===== config.mk =====
export PLATFORM = sky130hd
export DESIGN_NAME = tmr2_ctrl
export DESIGN_NICKNAME = d
export VERILOG_FILES = /design/src/tmr2_pkg.sv /design/src/tmr2_ctrl.sv
export SDC_FILE = /design/constraint.sdc
export NUM_CORES = 1
export LEC_CHECK = 0
export ABC_AREA = 1
export BUFFER_PORTS_ARGS = -buffer_cell sky130_fd_sc_hd__buf_2
export CORE_ASPECT_RATIO = 0.7
export CORE_MARGIN = 2
export CORE_UTILIZATION = 40
export DETAILED_ROUTE_END_ITERATION = 8
export PLACE_DENSITY = 0.68
export SLEW_MARGIN = 40
export SYNTH_ARGS = -nofsm -noshare
export SYNTH_HDL_FRONTEND = slang
export SYNTH_SLANG_ARGS = --single-unit

===== constraint.sdc =====
create_clock -name sys_clk_i -period 1.27 [get_ports sys_clk_i]
set_input_delay 0 -clock sys_clk_i [delete_from_list [all_inputs] [get_ports sys_clk_i]]
set_output_delay 0 -clock sys_clk_i [all_outputs]
set_load 0.01 [all_outputs]

===== src/tmr2_pkg.sv =====
// Package: register map, field positions and shared types of the timer interrupt/async block
// Behaviour
// RQ1: Second compare value is compared continuously with the counter; match raises event or pin.
// RQ2: Compare-B request only with mask bit 2, global enable and compare-B flag.
// RQ3: Compare-A request only with mask bit 1, global enable and compare-A flag.
// RQ4: Overflow request only with mask bit 0, global enable and overflow flag.
// RQ5: Flag bit 2 sets on compare-B match; clears on vector taken or written one.
// RQ6: Flag bit 1 sets on compare-A match; clears on vector taken or written one.
// RQ7: Flag bit 0 sets on overflow; clears on vector taken or written one.
// RQ8: In PWM operation overflow flag sets when counter turns at bottom.
// RQ9: Flag and sync control registers also answer at offset minus 0x20.
// RQ10: External-clock bit with async enables input buffer; crystal runs only when bit zero.
// RQ11: Software sets external-clock bit before selecting asynchronous clocking.
// RQ12: Async-select bit zero clocks from I/O clock, one from the crystal.
// RQ13: Counter, compares and controls may corrupt when async-select changes.
// RQ14: Async writes to the five registers set busy bits 4..0 until transferred.
// RQ15: Software must not write an async register while its busy flag is set.
// RQ16: With sync mode bit 7 set both prescaler-reset bits hold their written value.
// RQ17: Writing sync mode zero clears both prescaler-reset bits together.
// RQ18: Bit 1 resets this prescaler; self-clears, or after async reset, not in sync mode.
// RQ19: Bit 0 resets the shared prescaler; self-clears unless sync mode is set.
// RQ20: Writing zero to a flag bit leaves it unchanged.
package tmr2_pkg;
  localparam logic [7:0] TMR2_ADDR_FLAGS   = 8'h37;
  localparam logic [7:0] TMR2_ADDR_GTCTL   = 8'h43;
  localparam logic [7:0] TMR2_ADDR_MASK    = 8'h70;
  localparam logic [7:0] TMR2_ADDR_CNT     = 8'hB2;
  localparam logic [7:0] TMR2_ADDR_CMPA    = 8'hB3;
  localparam logic [7:0] TMR2_ADDR_CMPB    = 8'hB4;
  localparam logic [7:0] TMR2_ADDR_CTLA    = 8'hB0;
  localparam logic [7:0] TMR2_ADDR_CTLB    = 8'hB1;
  localparam logic [7:0] TMR2_ADDR_ASYNC   = 8'hB6;
  localparam logic [7:0] TMR2_IO_OFFSET    = 8'h20;
  localparam logic [7:0] TMR2_RESET_VAL    = 8'h00;
  localparam int         TMR2_BIT_OVF      = 0;
  localparam int         TMR2_BIT_CMPA     = 1;
  localparam int         TMR2_BIT_CMPB     = 2;
  localparam int         TMR2_BIT_ASYNC    = 5;
  localparam int         TMR2_BIT_EXTCLK   = 6;
  localparam int         TMR2_BIT_SYNCHOLD = 7;
  localparam int         TMR2_BIT_PSR_ASY  = 1;
  localparam int         TMR2_BIT_PSR_SHR  = 0;
  // Busy bit index per async register
  localparam int         TMR2_UB_CTLB      = 0;
  localparam int         TMR2_UB_CTLA      = 1;
  localparam int         TMR2_UB_CMPB      = 2;
  localparam int         TMR2_UB_CMPA      = 3;
  localparam int         TMR2_UB_CNT       = 4;
  localparam logic [7:0] TMR2_BOTTOM       = 8'h00;

  typedef enum logic [1:0] {
    TMR2_SEL_IO   = 2'b00,
    TMR2_SEL_XTAL = 2'b01,
    TMR2_SEL_EXT  = 2'b10
  } tmr2_clksel_t;

  typedef struct packed {
    logic       wr;
    logic       rd;
    logic       io_space;
    logic [7:0] addr;
    logic [7:0] wdata;
  } tmr2_bus_t;

  typedef struct packed {
    logic [2:0]   mask;
    logic [2:0]   flags;
    logic         sync_hold;
    logic         psr_asy;
    logic         psr_shr;
    logic         extclk;
    logic         async_sel;
    logic [4:0]   busy;
    logic [7:0]   cmp_b;
    logic [7:0]   rdata;
    logic [2:0]   irq;
    logic         cmp_b_pin;
    tmr2_clksel_t clksel;
  } tmr2_state_t;
endpackage : tmr2_pkg

===== src/tmr2_ctrl.sv =====
// Module: interrupt flags, async clock control and prescaler reset control
`timescale 1ns/100ps
module tmr2_ctrl
  import tmr2_pkg::*;
(
  // Clock and reset
  input  wire logic         sys_clk_i,
  input  wire logic         reset_n_i,
  // CPU register access
  input  wire tmr2_bus_t    bus_i,
  output logic      [7:0]   rdata_o,
  // Core events and status
  input  wire logic [7:0]   counter_value_i,
  input  wire logic         cmp_a_match_i,
  input  wire logic         overflow_i,
  input  wire logic         pwm_mode_i,
  input  wire logic         bottom_turn_i,
  input  wire logic [4:0]   async_done_i,
  input  wire logic         async_psr_done_i,
  // CPU interrupt handshake
  input  wire logic         global_irq_en_i,
  input  wire logic [2:0]   vector_taken_i,
  output logic      [2:0]   irq_o,
  // Compare-B outputs, clock and prescaler controls
  output logic      [7:0]   second_compare_value_o,
  output logic              compare_b_waveform_pin_o,
  output tmr2_clksel_t      clksel_o,
  output logic              xtal_osc_en_o,
  output logic              ext_buf_en_o,
  output logic              async_prescaler_reset_o,
  output logic              shared_prescaler_reset_o
);
  tmr2_state_t s_q, s_d;
  logic [7:0]  a;
  logic        hit_flags, hit_gtctl, cmp_b_match, ovf_evt, async_wr;
  logic [4:0]  busy_set;

  always_comb begin
    s_d = s_q;
    // I/O space address is the data-space offset less 0x20
    a = bus_i.io_space ? 8'(bus_i.addr + TMR2_IO_OFFSET) : bus_i.addr; // RQ9
    hit_flags = (a == TMR2_ADDR_FLAGS); // RQ9
    hit_gtctl = (a == TMR2_ADDR_GTCTL); // RQ9
    cmp_b_match = (counter_value_i == s_q.cmp_b); // RQ1
    ovf_evt = pwm_mode_i ? bottom_turn_i : overflow_i; // RQ8
    async_wr = bus_i.wr && s_q.async_sel;
    busy_set = '0;
    busy_set[TMR2_UB_CNT]  = async_wr && (a == TMR2_ADDR_CNT); // RQ14
    busy_set[TMR2_UB_CMPA] = async_wr && (a == TMR2_ADDR_CMPA); // RQ14
    busy_set[TMR2_UB_CMPB] = async_wr && (a == TMR2_ADDR_CMPB); // RQ14
    busy_set[TMR2_UB_CTLA] = async_wr && (a == TMR2_ADDR_CTLA); // RQ14
    busy_set[TMR2_UB_CTLB] = async_wr && (a == TMR2_ADDR_CTLB); // RQ14
    // Set beats clear so an event in the clearing cycle survives
    s_d.busy = (s_q.busy & ~async_done_i) | busy_set; // RQ14
    begin : flag_upd
      logic [2:0] clr, set;
      clr = vector_taken_i; // RQ5 RQ6 RQ7
      if (bus_i.wr && hit_flags) begin
        clr = clr | bus_i.wdata[2:0]; // RQ20
      end
      set = '0;
      set[TMR2_BIT_CMPB] = cmp_b_match; // RQ5
      set[TMR2_BIT_CMPA] = cmp_a_match_i; // RQ6
      set[TMR2_BIT_OVF]  = ovf_evt; // RQ7
      s_d.flags = (s_q.flags & ~clr) | set;
    end
    if (bus_i.wr && a == TMR2_ADDR_MASK) begin
      s_d.mask = bus_i.wdata[2:0];
    end
    if (bus_i.wr && a == TMR2_ADDR_CMPB) begin
      s_d.cmp_b = bus_i.wdata;
    end
    if (bus_i.wr && a == TMR2_ADDR_ASYNC) begin
      s_d.extclk    = bus_i.wdata[TMR2_BIT_EXTCLK];
      // Counter contents are not protected across this change
      s_d.async_sel = bus_i.wdata[TMR2_BIT_ASYNC]; // RQ12 RQ13
    end
    // Prescaler resets outside sync mode: async one waits for completion while async-select is set, shared one is a pulse
    if (!s_q.sync_hold) begin
      s_d.psr_shr = 1'b0; // RQ19
      if (!s_q.async_sel || async_psr_done_i) begin
        s_d.psr_asy = 1'b0; // RQ18
      end
    end
    if (bus_i.wr && hit_gtctl) begin
      s_d.sync_hold = bus_i.wdata[TMR2_BIT_SYNCHOLD];
      if (bus_i.wdata[TMR2_BIT_SYNCHOLD]) begin
        s_d.psr_asy = bus_i.wdata[TMR2_BIT_PSR_ASY]; // RQ16
        s_d.psr_shr = bus_i.wdata[TMR2_BIT_PSR_SHR]; // RQ16
      end else begin
        // Leaving sync mode releases both together so the timers restart in step;
        // outside sync mode a written one still gives its reset pulse
        s_d.psr_asy = bus_i.wdata[TMR2_BIT_PSR_ASY] && !s_q.sync_hold; // RQ17 RQ18
        s_d.psr_shr = bus_i.wdata[TMR2_BIT_PSR_SHR] && !s_q.sync_hold; // RQ17 RQ19
      end
    end
    s_d.irq[TMR2_BIT_CMPB] = global_irq_en_i && s_d.mask[TMR2_BIT_CMPB]
                             && s_d.flags[TMR2_BIT_CMPB]; // RQ2
    s_d.irq[TMR2_BIT_CMPA] = global_irq_en_i && s_d.mask[TMR2_BIT_CMPA]
                             && s_d.flags[TMR2_BIT_CMPA]; // RQ3
    s_d.irq[TMR2_BIT_OVF]  = global_irq_en_i && s_d.mask[TMR2_BIT_OVF]
                             && s_d.flags[TMR2_BIT_OVF]; // RQ4
    s_d.cmp_b_pin = cmp_b_match; // RQ1
    // Crystal and external buffer are exclusive
    if (!s_d.async_sel) begin
      s_d.clksel = TMR2_SEL_IO; // RQ12
    end else if (s_d.extclk) begin
      s_d.clksel = TMR2_SEL_EXT; // RQ10
    end else begin
      s_d.clksel = TMR2_SEL_XTAL; // RQ10
    end
    s_d.rdata = 8'h00;
    if (bus_i.rd) begin
      case (a)
        TMR2_ADDR_FLAGS: s_d.rdata = {5'h00, s_q.flags};
        TMR2_ADDR_MASK:  s_d.rdata = {5'h00, s_q.mask};
        TMR2_ADDR_CMPB:  s_d.rdata = s_q.cmp_b;
        TMR2_ADDR_ASYNC: s_d.rdata = {1'b0, s_q.extclk, s_q.async_sel, s_q.busy};
        TMR2_ADDR_GTCTL: s_d.rdata = {s_q.sync_hold, 5'h00, s_q.psr_asy, s_q.psr_shr};
        default:         s_d.rdata = 8'h00;
      endcase
    end
  end

  always_ff @(posedge sys_clk_i) begin
    if (!reset_n_i) begin
      s_q <= '0;
    end else begin
      s_q <= s_d;
    end
  end

  assign rdata_o                  = s_q.rdata;
  assign irq_o                    = s_q.irq;
  assign second_compare_value_o   = s_q.cmp_b;
  assign compare_b_waveform_pin_o = s_q.cmp_b_pin;
  assign clksel_o                 = s_q.clksel;
  // One-hot select codes let both enables come straight from a flop bit
  assign xtal_osc_en_o            = s_q.clksel[0]; // RQ10
  assign ext_buf_en_o             = s_q.clksel[1]; // RQ10
  assign async_prescaler_reset_o  = s_q.psr_asy;
  assign shared_prescaler_reset_o = s_q.psr_shr;

  // Assertions
  AST_IRQ_B: assert property (@(posedge sys_clk_i) disable iff (!reset_n_i)
    irq_o[2] |-> (s_q.mask[2] && s_q.flags[2])) else $error("cmp b irq without cause"); // RQ2
  AST_IRQ_A: assert property (@(posedge sys_clk_i) disable iff (!reset_n_i)
    irq_o[1] |-> (s_q.mask[1] && s_q.flags[1])) else $error("cmp a irq without cause"); // RQ3
  AST_IRQ_O: assert property (@(posedge sys_clk_i) disable iff (!reset_n_i)
    irq_o[0] |-> (s_q.mask[0] && s_q.flags[0])) else $error("ovf irq without cause"); // RQ4
  AST_FLAG_B: assert property (@(posedge sys_clk_i) disable iff (!reset_n_i)
    (counter_value_i == s_q.cmp_b) |=> s_q.flags[2]) else $error("cmp b flag missed"); // RQ5
  AST_FLAG_A: assert property (@(posedge sys_clk_i) disable iff (!reset_n_i)
    cmp_a_match_i |=> s_q.flags[1]) else $error("cmp a flag missed"); // RQ6
  AST_FLAG_O: assert property (@(posedge sys_clk_i) disable iff (!reset_n_i)
    (!pwm_mode_i && overflow_i) |=> s_q.flags[0]) else $error("ovf flag missed"); // RQ7
  AST_PWM_BOT: assert property (@(posedge sys_clk_i) disable iff (!reset_n_i)
    (pwm_mode_i && bottom_turn_i) |=> s_q.flags[0]) else $error("bottom turn missed"); // RQ8
  AST_W0_KEEP: assert property (@(posedge sys_clk_i) disable iff (!reset_n_i)
    (bus_i.wr && hit_flags && bus_i.wdata[2:0] == 3'h0 && vector_taken_i == 3'h0)
    |=> ($past(s_q.flags) & ~s_q.flags) == 3'h0) else $error("flag lost on zero"); // RQ20
  AST_BUSY: assert property (@(posedge sys_clk_i) disable iff (!reset_n_i)
    busy_set[4] |=> s_q.busy[4]) else $error("counter busy not set"); // RQ14
  AST_SHR_PULSE: assert property (@(posedge sys_clk_i) disable iff (!reset_n_i)
    (shared_prescaler_reset_o && !s_q.sync_hold && !(bus_i.wr && hit_gtctl))
    |=> !shared_prescaler_reset_o) else $error("shared reset stuck"); // RQ19
  AST_RELEASE: assert property (@(posedge sys_clk_i) disable iff (!reset_n_i)
    (bus_i.wr && hit_gtctl && s_q.sync_hold && !bus_i.wdata[7])
    |=> (!shared_prescaler_reset_o && !async_prescaler_reset_o))
    else $error("release failed"); // RQ17
  AST_SHR_SET: assert property (@(posedge sys_clk_i) disable iff (!reset_n_i)
    (bus_i.wr && hit_gtctl && bus_i.wdata[0] && !(s_q.sync_hold && !bus_i.wdata[7]))
    |=> shared_prescaler_reset_o) else $error("shared reset not applied"); // RQ19
  AST_PSR_HOLD: assert property (@(posedge sys_clk_i) disable iff (!reset_n_i)
    (s_q.sync_hold && !(bus_i.wr && hit_gtctl)) |=> $stable(async_prescaler_reset_o))
    else $error("held prescaler reset moved"); // RQ16
  AST_VEC_CLR: assert property (@(posedge sys_clk_i) disable iff (!reset_n_i)
    (vector_taken_i[0] && !ovf_evt) |=> !s_q.flags[0]) else $error("ovf flag kept"); // RQ7
  AST_IO_SEL: assert property (@(posedge sys_clk_i) disable iff (!reset_n_i)
    !s_q.async_sel |-> (clksel_o == TMR2_SEL_IO)) else $error("io clock not selected"); // RQ12
  AST_OSC: assert property (@(posedge sys_clk_i) disable iff (!reset_n_i)
    !(xtal_osc_en_o && s_q.extclk)) else $error("crystal on with ext clock"); // RQ10

  COV_IRQ_B: cover property (@(posedge sys_clk_i) disable iff (!reset_n_i) irq_o[2]);
  COV_HOLD: cover property (@(posedge sys_clk_i) disable iff (!reset_n_i)
    s_q.sync_hold && async_prescaler_reset_o ##1 !s_q.sync_hold);
  COV_BUSY: cover property (@(posedge sys_clk_i) disable iff (!reset_n_i) s_q.busy[4] ##1 !s_q.busy[4]);
  COV_SHR: cover property (@(posedge sys_clk_i) disable iff (!reset_n_i)
    shared_prescaler_reset_o && !s_q.sync_hold);
endmodule : tmr2_ctrl


; ---- Word level (Yosys, flattened, before mapping)
; Cells that the tools add are included.
[word_totals]
inputBits = 43
regBits = 38
elab_cells = 69
out_inout_bits = 26
[op_classes]
muxes = 11
add_sub_neg = 1
bitwise_logic = 7
eq_ne = 11
reduce_logical = 26
[op_table]
columns = cell, n
row1 = "8-bit == test, second input constant", 6
row2 = 8-bit case mux with 5 select lines, 1
row3 = 1-bit logical AND, 19
row4 = "8-bit by 7-bit == test with 1-bit output, second input constant", 2
row5 = 2-bit two-way mux, 5
row6 = "8-bit by 6-bit adder with 8-bit output, second input constant", 1
row7 = "8-bit by 6-bit == test with 1-bit output, second input constant", 1
row8 = 8-bit == test, 1
row9 = 8-bit two-way mux, 1
row10 = 3-bit two-way mux, 2
row11 = 3-bit bitwise OR, 2
row12 = 2-bit AND reduction, 3
row13 = 5-bit AND, 1
row14 = 5-bit NOT, 1
row15 = 5-bit bitwise OR, 1
row16 = 3-bit AND, 1
row17 = 3-bit NOT, 1
row18 = 1-bit zero test, 2
row19 = 1-bit two-way mux, 2
row20 = "2-bit by 1-bit inequality test with 1-bit output, second input constant", 1
row21 = 2-bit nonzero test, 1
row22 = 1-bit logical OR, 1

; ---- Longest topological paths before layout
; Gate-level depths: netlist (run 1).
[depth]
word_depth = 9
depth_mapped = 11

; ---- Worst setup path after synthesis (run 1)
; No wires, ideal clock.
[synth_path]
path_kind = input-to-reg
startpoint = input bus_i[13] in the netlist's numbering
endpoint = register s_q, in the netlist clksel_o[0]
setup_time_ps = 116
required_ps = 1154
slack_ps = 24
t_arrival_ps = 1130
path_stages = 10
path_cell_list = ha_1 > inv_1 > nand2_1 > nand2_1 > nand2_4 > nor2_8 > nand3_1 > nand2_1 > o21ai_2 > nor2b_1
[synth_between]
elab_chain_cells = 6
[synth_rtl]
columns = item, line_no
row1 = "start, declared", tmr2_ctrl.sv:10  ; input wire tmr2_bus_t bus_i,
row2 = 8-bit by 6-bit adder with 8-bit output, tmr2_ctrl.sv:41  ; a = bus_i.io_space ? 8'(bus_i.addr + TMR2_IO_OFFSET) : bus_i.addr;
row3 = 8-bit two-way mux (*), tmr2_ctrl.sv:41
row4 = 8-bit == test (*), tmr2_ctrl.sv:73  ; if (bus_i.wr && a == TMR2_ADDR_ASYNC) begin
row5 = 1-bit logical AND (*), tmr2_ctrl.sv:73
row6 = 2-bit two-way mux (*), tmr2_ctrl.sv:73
row7 = 2-bit two-way mux or 2-bit AND reduction (tied branches), --
row8 = "end signal, assigned", tmr2_ctrl.sv:127  ; s_q <= '0;
row9 = "end signal, assigned", tmr2_ctrl.sv:129  ; s_q <= s_d;
row10 = "end, declared", tmr2_ctrl.sv:33  ; tmr2_state_t s_q, s_d;
; Mark *: on every way between the ends. The rest lies on a longest branch, timed or not.
; A chain may end at the register's enable or synchronous reset.

; ---- Worst setup path in the final report (run 1)
[layout_path]
startpoint = register s_q, in the netlist second_compare_value_o[5]
endpoint = register s_q, in the netlist irq_o[2]
[layout_between]
elab_chain_cells = 3
[layout_rtl]
columns = item, line_no
row1 = 8-bit == test, tmr2_ctrl.sv:44  ; cmp_b_match = (counter_value_i == s_q.cmp_b);
row2 = 3-bit bitwise OR, tmr2_ctrl.sv:65  ; s_d.flags = (s_q.flags & ~clr) | set;
row3 = 1-bit logical AND, tmr2_ctrl.sv:98  ; && s_d.flags[TMR2_BIT_CMPB];
; Every way passes these cells.

==> flow_metrics.env, run 1 <==
export IMPL_fin_crit_ns=1.19
export IMPL_clk_insertion_delay_late_ns=0.29
export IMPL_grt_overflow_total=0
export IMPL_worst_hold_path_type="in -> reg"
export IMPL_synthTopCellsByArea="dfxtp_1 (36%), nand2_1 (13%), buf_4 (7.5%)"
export IMPL_fin_cells=450
export IMPL_drive_gt1_frac=0.323
export IMPL_synth_edf_count=0
export IMPL_synth_most_common_cell="nand2_1"
export IMPL_grt_first_pass_wirelength_mm=8.98
export IMPL_yosysWarnings=0
export IMPL_ant_nets=0
export IMPL_synthesis_area_um2=2090
export IMPL_crit_path_end_kind="register"
export IMPL_fp_coreArea_um2=4910
export IMPL_viasPerCell=4.60
export IMPL_cts_buffer_depth=2
export IMPL_min_period_over_period=0.940
export IMPL_cp_required_ns=1.50
export IMPL_synth_area_per_cell_um2=6.97
export IMPL_crit_type="reg -> reg"
export IMPL_dp_cells=431
export IMPL_cts_tree="done"
export IMPL_wl_mm=5.27
export IMPL_maxCapViolCount=0
export IMPL_firstDrtPassIters=4
export IMPL_power_density_nw_per_um2=882
export IMPL_port_buffers=68
export IMPL_synth_seq_cells=38
export IMPL_die_area_um2=5830
export IMPL_maxSlewViolCount=0
export IMPL_final_setup_viol_count=0
export IMPL_synth_async_sr_flop_share=0
export IMPL_grt_usage=0.191
export IMPL_wl_per_cell_um=11.7
export IMPL_cts_setup_buffers=0
export IMPL_grt_pass1_vias=2004
export IMPL_status="finished clean"
export IMPL_synthCells=300
export IMPL_internal_power_mw=1.78
export IMPL_numCtsBuffers=5
export IMPL_num_vias=2072
export IMPL_antenna_found_initial=0
export IMPL_fmax_ghz=0.838
export IMPL_ys_seq_area_frac=0.364
export IMPL_synthTopCellsByCount="nand2_1 (71), dfxtp_1 (38), inv_1 (33)"
export IMPL_die_w_um=90.4
export IMPL_nets=424
export IMPL_ys_types=29
export IMPL_initial_core_util=0.425
export IMPL_io_pins=69
export IMPL_place_hpwl_mm=4.11
export IMPL_leakage_nw=1.29
export IMPL_synth_largest_area_cell="dfxtp_1"
export IMPL_grt_max_degree=22
export IMPL_area_growth_pct=30.1
export IMPL_htree_levels=2
export IMPL_clockRootBuffer="clkbuf_8"
export IMPL_drtIter0Drc=90
export IMPL_crit_fanout=2
export IMPL_switching_share=0.257
export IMPL_ir_drop_mv=0.495
export IMPL_clockPowerShare=0.363
export IMPL_drc_errors=0
export IMPL_post_place_ws_ns=-0.237
export IMPL_cp_start_kind="register"
export IMPL_synth_top_area_share=0.364
export IMPL_diodes=0
export IMPL_die_h_um=64.5
export IMPL_std_cell_rows=21
export IMPL_globalplace_congestion=0.846
export IMPL_path_clk_slew_ns=0.08
export IMPL_worst_slew_pin_slew_ns=0.354
export IMPL_synth_ff_type="dfxtp_1"
export IMPL_finalWorstSetupSlack_ns=0.0765
export IMPL_power_frac_comb=0.137
export IMPL_cts_sinks=38
export IMPL_synthesis_nets=344
export IMPL_arrival_ns=1.42
export IMPL_pwr_share_seq=0.500
export IMPL_relSlewSlack=0.763
export IMPL_finClkSkew_ns=0.00463
export IMPL_p_sw_mw=0.616
export IMPL_hold_viol_final=0
-- through the flow --
| step | TNS (ns) | hold WS (ns) | area (um^2) | util | power, mW |
|---|---|---|---|---|---|
| floorplan | 0 | 0.128 | 2090 | - | 1.37 |
| global placement | -4.58 | 0.227 | 2490 | 0.507 | 1.52 |
| detailed placement | -5.61 | 0.230 | 2490 | 0.507 | 1.52 |
| CTS | 0 | 0.00389 | 2700 | 0.549 | 2.40 |
| global route | -0.0316 | 0.0213 | 2720 | 0.553 | 2.50 |
| finish | 0 | 0.0111 | 2720 | 0.553 | 2.40 |
-- worst max-delay path: stages (launching register included) --
cell	delay (ns)
dfxtp_1	0.31
or2_2	0.30
a21oi_2	0.15
nand2_1	0.10
nor2_2	0.11
a21oi_1	0.06
nor2_1	0.10
-- metal layers --
layer  track usage  part of all wire  vias to the layer above  routed length (um)
met5             0                 0                        -                   0
li1              -                 -                     1089                   -
met4        0.0615             0.013                        0                  68
met2         0.300              0.42                       68                2190
met3        0.0465             0.062                        9                 329
met1         0.261              0.51                      906                2680
-- power groups by stage --
| stage | registers, mW | logic (mW) | clock network [mW] |
|---|---|---|---|
| 5_1_grt | 1.20 | 0.363 | 0.942 |
| 3_3_place_gp | 1.23 | 0.292 | 0 |
| 6_report | 1.20 | 0.328 | 0.870 |
| 4_1_cts | 1.20 | 0.322 | 0.878 |
| 2_1_floorplan | 1.23 | 0.146 | 0 |
| 3_5_place_dp | 1.23 | 0.296 | 0 |
-- flip-flops by register name, indices dropped and copies added (netlist names) --
name,flops
second_compare_value_o,8
s_q,14
rdata_o,8
irq_o,3
clksel_o,2
async_prescaler_reset_o,1
compare_b_waveform_pin_o,1
shared_prescaler_reset_o,1
-- area by class of cell --
cell class	instances	area (um^2)
inverter	35	136
multi-input combinational	202	1030
tap	69	86.3
clock inverter	2	12.5
sequential	38	761
fill	475	2200
timing repair buffer	98	606
clock buffer	6	82.6
-- kinds of logic (layout without fill, tap and decap cells) --
family / Yosys count / after routing / share of synthesized area
AOI/OAI and AO/OA: 37 / 37 / 0.0904
xor gates and xnor gates: 5 / 5 / 0.0210
adders and majority gates: 1 / 1 / 0.00599
buffers and inverters: 60 / 141 / 0.149
DFF: 38 / 38 / 0.364
muxes: 1 / 1 / 0.00539
and+or+nand+nor: 158 / 158 / 0.364
-- path summary, 6_finish.rpt --
check	cells past startpoint	start	slack (ns)	endpoint
worst max-delay path	6	second_compare_value_o[5]	0.08	irq_o[2]
worst min register to register	2	s_q[26]	0.47	rdata_o[4]
worst min-delay path	3	bus_i[7]	0.01	s_q[31]
worst max register to register	6	second_compare_value_o[5]	0.08	irq_o[2]
-- layout by cell type (no fill, tap or decap), drive strengths merged --
cell type / count
dlygate4sd3: 11
dfxtp: 38
nand2: 75
nand3: 35
ha: 1
or2: 4
mux2: 1
buf: 87
a21oi: 30
clkinvlp: 1
clkbuf: 6
o21ai: 7
nor2b: 1
xor2: 2
nor3: 2
xnor2: 3
nor2: 36
clkinv: 1
inv: 35
nand4: 5
-- repair_timing --
item / in CTS / in global routing
resized for setup: 0 / 8
hold buffers: 11 / 0
hold endpoints to repair: 12 / 0
setup endpoints to repair: 0 / 23
Power figures use the tool's default switching activity.
==> run 2, diff against run 1 <==
--- a/config.mk
+++ b/config.mk
@@ -11,7 +11,7 @@
 export CORE_MARGIN = 2
 export CORE_UTILIZATION = 40
 export DETAILED_ROUTE_END_ITERATION = 8
-export PLACE_DENSITY = 0.68
+export PLACE_DENSITY = 0.71
 export SLEW_MARGIN = 40
 export SYNTH_ARGS = -nofsm -noshare
 export SYNTH_HDL_FRONTEND = slang
==> flow_metrics.env, run 2 (synthesis results as in run 1) <==
export IMPL_drc_errors=0
export IMPL_wl_per_cell_um=11.4
export IMPL_seq_area_um2=763
export IMPL_arrival_ns=1.41
export IMPL_grt_first_pass_wirelength_mm=8.68
export IMPL_fin_crit_ns=1.18
export IMPL_r2r_end="irq_o[2]"
export IMPL_grt_usage=0.185
export IMPL_grt_overflow_total=0
export IMPL_path_clk_slew_ns=0.08
export IMPL_fillers=486
export IMPL_numCtsBuffers=5
export IMPL_initial_core_util=0.425
export IMPL_internal_power_mw=1.79
export IMPL_htree_levels=2
export IMPL_final_area_um2=2790
export IMPL_dp_cells=434
export IMPL_p_sw_mw=0.619
export IMPL_largest_register="s_q"
export IMPL_relSlewSlack=0.757
export IMPL_status="finished clean"
export IMPL_area_growth_pct=33.7
export IMPL_port_buffers=68
export IMPL_rrSetupSlack_ns=0.09
export IMPL_place_hpwl_mm=4.10
export IMPL_fmax_ghz=0.844
export IMPL_io_pins=69
export IMPL_antenna_found_initial=0
export IMPL_num_vias=2071
export IMPL_cts_setup_buffers=0
export IMPL_die_area_um2=5830
export IMPL_clk_insertion_delay_late_ns=0.29
export IMPL_ant_nets=0
export IMPL_power_density_nw_per_um2=864
export IMPL_viasPerCell=4.55
export IMPL_nets=429
export IMPL_worst_slew_pin_slew_ns=0.363
export IMPL_cts_buffer_depth=2
export IMPL_crit_fanout=2
export IMPL_hold_viol_final=0
export IMPL_cp_start_kind="register"
export IMPL_grt_pass1_vias=1981
export IMPL_drive_gt1_frac=0.345
export IMPL_fin_cells=455
export IMPL_largest_reg_flops=14
export IMPL_clockPowerShare=0.360
export IMPL_maxSlewViolCount=0
export IMPL_final_util=0.568
export IMPL_wl_mm=5.20
export IMPL_min_period_over_period=0.933
export IMPL_final_setup_viol_count=0
export IMPL_std_cell_rows=21
export IMPL_r2r_cells=6
export IMPL_grt_max_degree=14
export IMPL_cp_required_ns=1.50
export IMPL_cts_sinks=38
export IMPL_fp_coreArea_um2=4910
export IMPL_timing_rr_start="second_compare_value_o[6]"
export IMPL_crit_path_end_kind="register"
export IMPL_worstSetupEndpoint="irq_o[2]"
export IMPL_clockRootBuffer="clkbuf_8"
export IMPL_diodes=0
export IMPL_crit_start="second_compare_value_o[6]"
export IMPL_pwr_share_seq=0.497
export IMPL_ir_drop_mv=0.386
export IMPL_multi_input_area_um2=1070
export IMPL_switching_share=0.256
export IMPL_globalplace_congestion=0.850
export IMPL_leakage_nw=1.32
export IMPL_maxCapViolCount=0
export IMPL_power_mw=2.41
export IMPL_placed_area_um2=2510
export IMPL_firstDrtPassIters=4
export IMPL_cts_tree="done"
export IMPL_drtIter0Drc=110
export IMPL_finClkSkew_ns=0.00937
export IMPL_die_w_um=90.4
export IMPL_finalSetupTns_ns=0
export IMPL_layout_common_cells="nand2_1 (68), buf_2 (68), dfxtp_1 (36)"
export IMPL_power_frac_comb=0.142
export IMPL_die_h_um=64.5
export IMPL_worst_hold_path_type="in -> reg"
export IMPL_crit_type="reg -> reg"
## run 2: worst min path at each step
stage	start	endpoint	slack, ns	cells after the start
after floorplan	cmp_a_match_i	s_q[33]	0.13	2
after global placement	cmp_a_match_i	s_q[33]	0.22	3
after detailed placement	cmp_a_match_i	s_q[33]	0.23	3
after CTS	bus_i[1]	second_compare_value_o[1]	0.007	3
after global routing	bus_i[0]	second_compare_value_o[0]	0.02	3
final	bus_i[1]	second_compare_value_o[1]	0.006	3
## run 2: timing repair
action / 4_1_cts / 5_1_grt
hold buffers: 13 / 0
endpoints found under the setup margin: 1 / 24
pin swaps: 0 / 4
endpoints found under the hold margin: 14 / 0
gates resized for setup: 1 / 16
## run 2: layout make-up
class | instances | share of cell area
Multi-Input combinational cell | 202 | 0.382
Sequential cell | 38 | 0.273
Timing Repair Buffer | 103 | 0.232
Inverter | 35 | 0.0479
Tap cell | 69 | 0.0309
Clock buffer | 6 | 0.0296
Clock inverter | 2 | 0.00448
## run 2: power groups by stage
stage | logic (mW) | clock network [mW] | registers, mW
5_1_grt | 0.383 | 0.937 | 1.20
4_1_cts | 0.331 | 0.886 | 1.20
3_5_place_dp | 0.299 | 0 | 1.23
2_1_floorplan | 0.146 | 0 | 1.23
6_report | 0.343 | 0.870 | 1.20
3_3_place_gp | 0.295 | 0 | 1.23
## run 2: per-layer routing
layer,share of wire,global-route usage
met3,0.068,0.0500
met2,0.43,0.295
met1,0.50,0.250
met5,0,0
met4,0.0077,0.0481
## run 2: worst max-delay path, stage by stage (launching register included)
cell and delay, ns:
dfxtp_1 0.31, or2_2 0.30, a21oi_2 0.14, nand2_2 0.09
nor2_4 0.12, a21oi_2 0.05, nor2_1 0.10
## run 2: through the flow
step / hold slack [ns] / setup WS (ns)
2_1_floorplan: 0.128 / 0.0242
3_3_place_gp: 0.224 / -0.198
3_5_place_dp: 0.228 / -0.237
4_1_cts: 0.00711 / 0.00905
5_1_grt: 0.0190 / -0.00761
6_report: 0.00643 / 0.0851
==> run 3, diff against run 2 <==
--- a/config.mk
+++ b/config.mk
@@ -7,10 +7,12 @@
 export LEC_CHECK = 0
 export ABC_AREA = 1
 export BUFFER_PORTS_ARGS = -buffer_cell sky130_fd_sc_hd__buf_2
+export CAP_MARGIN = 20
 export CORE_ASPECT_RATIO = 0.7
 export CORE_MARGIN = 2
 export CORE_UTILIZATION = 40
 export DETAILED_ROUTE_END_ITERATION = 8
+export GPL_TIMING_DRIVEN = 0
 export PLACE_DENSITY = 0.71
 export SLEW_MARGIN = 40
 export SYNTH_ARGS = -nofsm -noshare
==> flow_metrics.env, run 3 (synthesis results as in run 1) <==
export IMPL_cp_required_ns=1.49
export IMPL_crit_fanout=5
export IMPL_layout_common_cells="buf_2 (68), nand2_1 (67), dfxtp_1 (35)"
export IMPL_fp_coreArea_um2=4910
export IMPL_placed_area_um2=2520
export IMPL_firstDrtPassIters=4
export IMPL_clk_insertion_delay_late_ns=0.29
export IMPL_fmax_ghz=0.835
export IMPL_crit_type="reg -> reg"
export IMPL_die_w_um=90.4
export IMPL_hold_viol_final=0
export IMPL_grt_max_degree=14
export IMPL_largest_reg_flops=14
export IMPL_worst_slew_pin_slew_ns=0.556
export IMPL_final_setup_viol_count=0
export IMPL_die_area_um2=5830
export IMPL_grt_first_pass_wirelength_mm=8.64
export IMPL_grt_usage=0.182
export IMPL_cts_tree="done"
export IMPL_crit_path_end_kind="register"
export IMPL_final_area_um2=2880
export IMPL_area_growth_pct=37.6
export IMPL_wl_per_cell_um=11.7
export IMPL_status="finished clean"
export IMPL_clockRootBuffer="clkbuf_8"
export IMPL_wl_mm=5.43
export IMPL_maxCapViolCount=0
export IMPL_power_density_nw_per_um2=890
export IMPL_viasPerCell=4.59
export IMPL_diodes=0
export IMPL_ant_nets=0
export IMPL_grt_overflow_total=0
export IMPL_initial_core_util=0.425
export IMPL_drtIter0Drc=116
export IMPL_seq_area_um2=769
export IMPL_final_common_cell="buf_2"
export IMPL_ir_drop_mv=0.565
export IMPL_maxSlewViolCount=0
export IMPL_post_place_ws_ns=-0.301
export IMPL_crit_path_max_incr_delay_ns=0.35
export IMPL_multi_input_area_um2=1080
export IMPL_die_h_um=64.5
export IMPL_htree_levels=2
export IMPL_arrival_ns=1.42
export IMPL_io_pins=69
export IMPL_min_period_over_period=0.943
export IMPL_worst_hold_path_type="in -> reg"
export IMPL_grt_pass1_vias=1924
export IMPL_relSlewSlack=0.629
export IMPL_path_clk_slew_ns=0.08
export IMPL_cts_sinks=38
export IMPL_drc_errors=0
export IMPL_num_vias=2124
export IMPL_place_hpwl_mm=4.10
export IMPL_antenna_found_initial=0
export IMPL_drive_gt1_frac=0.355
export IMPL_port_buffers=68
export IMPL_cp_slowest_cell="dfxtp_2"
export IMPL_cp_start_kind="register"
export IMPL_leakage_nw=1.36
export IMPL_finClkSkew_ns=0.00633
export IMPL_globalplace_congestion=0.861
export IMPL_path_cells="or2_2 > a21oi_2 > nand2_2 > buf_4 > nor3_1"
export IMPL_nets=437
export IMPL_std_cell_rows=21
export IMPL_fin_crit_ns=1.20
export IMPL_fillers=460
export IMPL_finalWorstSetupSlack_ns=0.0719
export IMPL_cts_buffer_depth=2
export IMPL_numCtsBuffers=5
export IMPL_largest_register="s_q"
==> run 3: layer usage <==
layer	global-route usage	share of wire	wire (um)
met1	0.251	0.50	2690
met3	0.0372	0.053	288
met2	0.304	0.45	2440
met4	0.0288	0.0022	12
met5	0	0	0
==> run 3: worst max-delay path: cells and delay by family, from the launching register on <==
family / cells / cell delay [ns]
buffers and inverters: 1 / 0.14
AOI/OAI and AO/OA: 1 / 0.13
and+or+nand+nor: 3 / 0.50
DFF: 1 / 0.35
==> run 3: final timing paths <==
path / slack (ns) / depth (start not counted) / endpoint / startpoint
setup / recovery: 0.07 / 5 / compare_b_waveform_pin_o / second_compare_value_o[6]
hold / removal: 0.01 / 3 / second_compare_value_o[0] / bus_i[0]
setup reg to reg: 0.07 / 5 / compare_b_waveform_pin_o / second_compare_value_o[6]
hold reg to reg: 0.47 / 2 / rdata_o[6] / s_q[28]
==> run 3: final cells by class <==
cell class                      count  area share
Sequential cell                    38       0.268
Multi-Input combinational cell    202       0.377
Clock buffer                        5      0.0239
Timing Repair Buffer               86       0.178
Buffer                             25      0.0627
Clock inverter                      3      0.0157
Tap cell                           69      0.0300
Inverter                           35      0.0457
==> run 3: where the power goes <==
| part | switching [mW] | internal [mW] |
|---|---|---|
| Sequential | 0.00318 | 1.19 |
| Combinational | 0.186 | 0.141 |
| Clock | 0.452 | 0.584 |
| Total | 0.641 | 1.92 |
==> run 3: stage by stage <==
stage          hold slack, ns  TNS (ns)  utilization  total power [mW]  instances
2_1_floorplan           0.128         0            -              1.37        300
3_3_place_gp            0.227     -6.79        0.512              1.49        437
3_5_place_dp            0.248     -7.78        0.512              1.49        437
4_1_cts              0.000503         0        0.565              2.56        459
5_1_grt                0.0210   -0.0414        0.585              2.66        463
6_report               0.0101         0        0.585              2.56        463
==> run 3: repair_timing <==
item / 4_1_cts / 5_1_grt
hold buffers: 14 / 0
pin swaps: 0 / 10
buffers inserted: 0 / 3
gates resized for setup: 3 / 20
cloned: 0 / 1
hold endpoints to repair: 16 / 0
setup endpoints to repair: 2 / 27
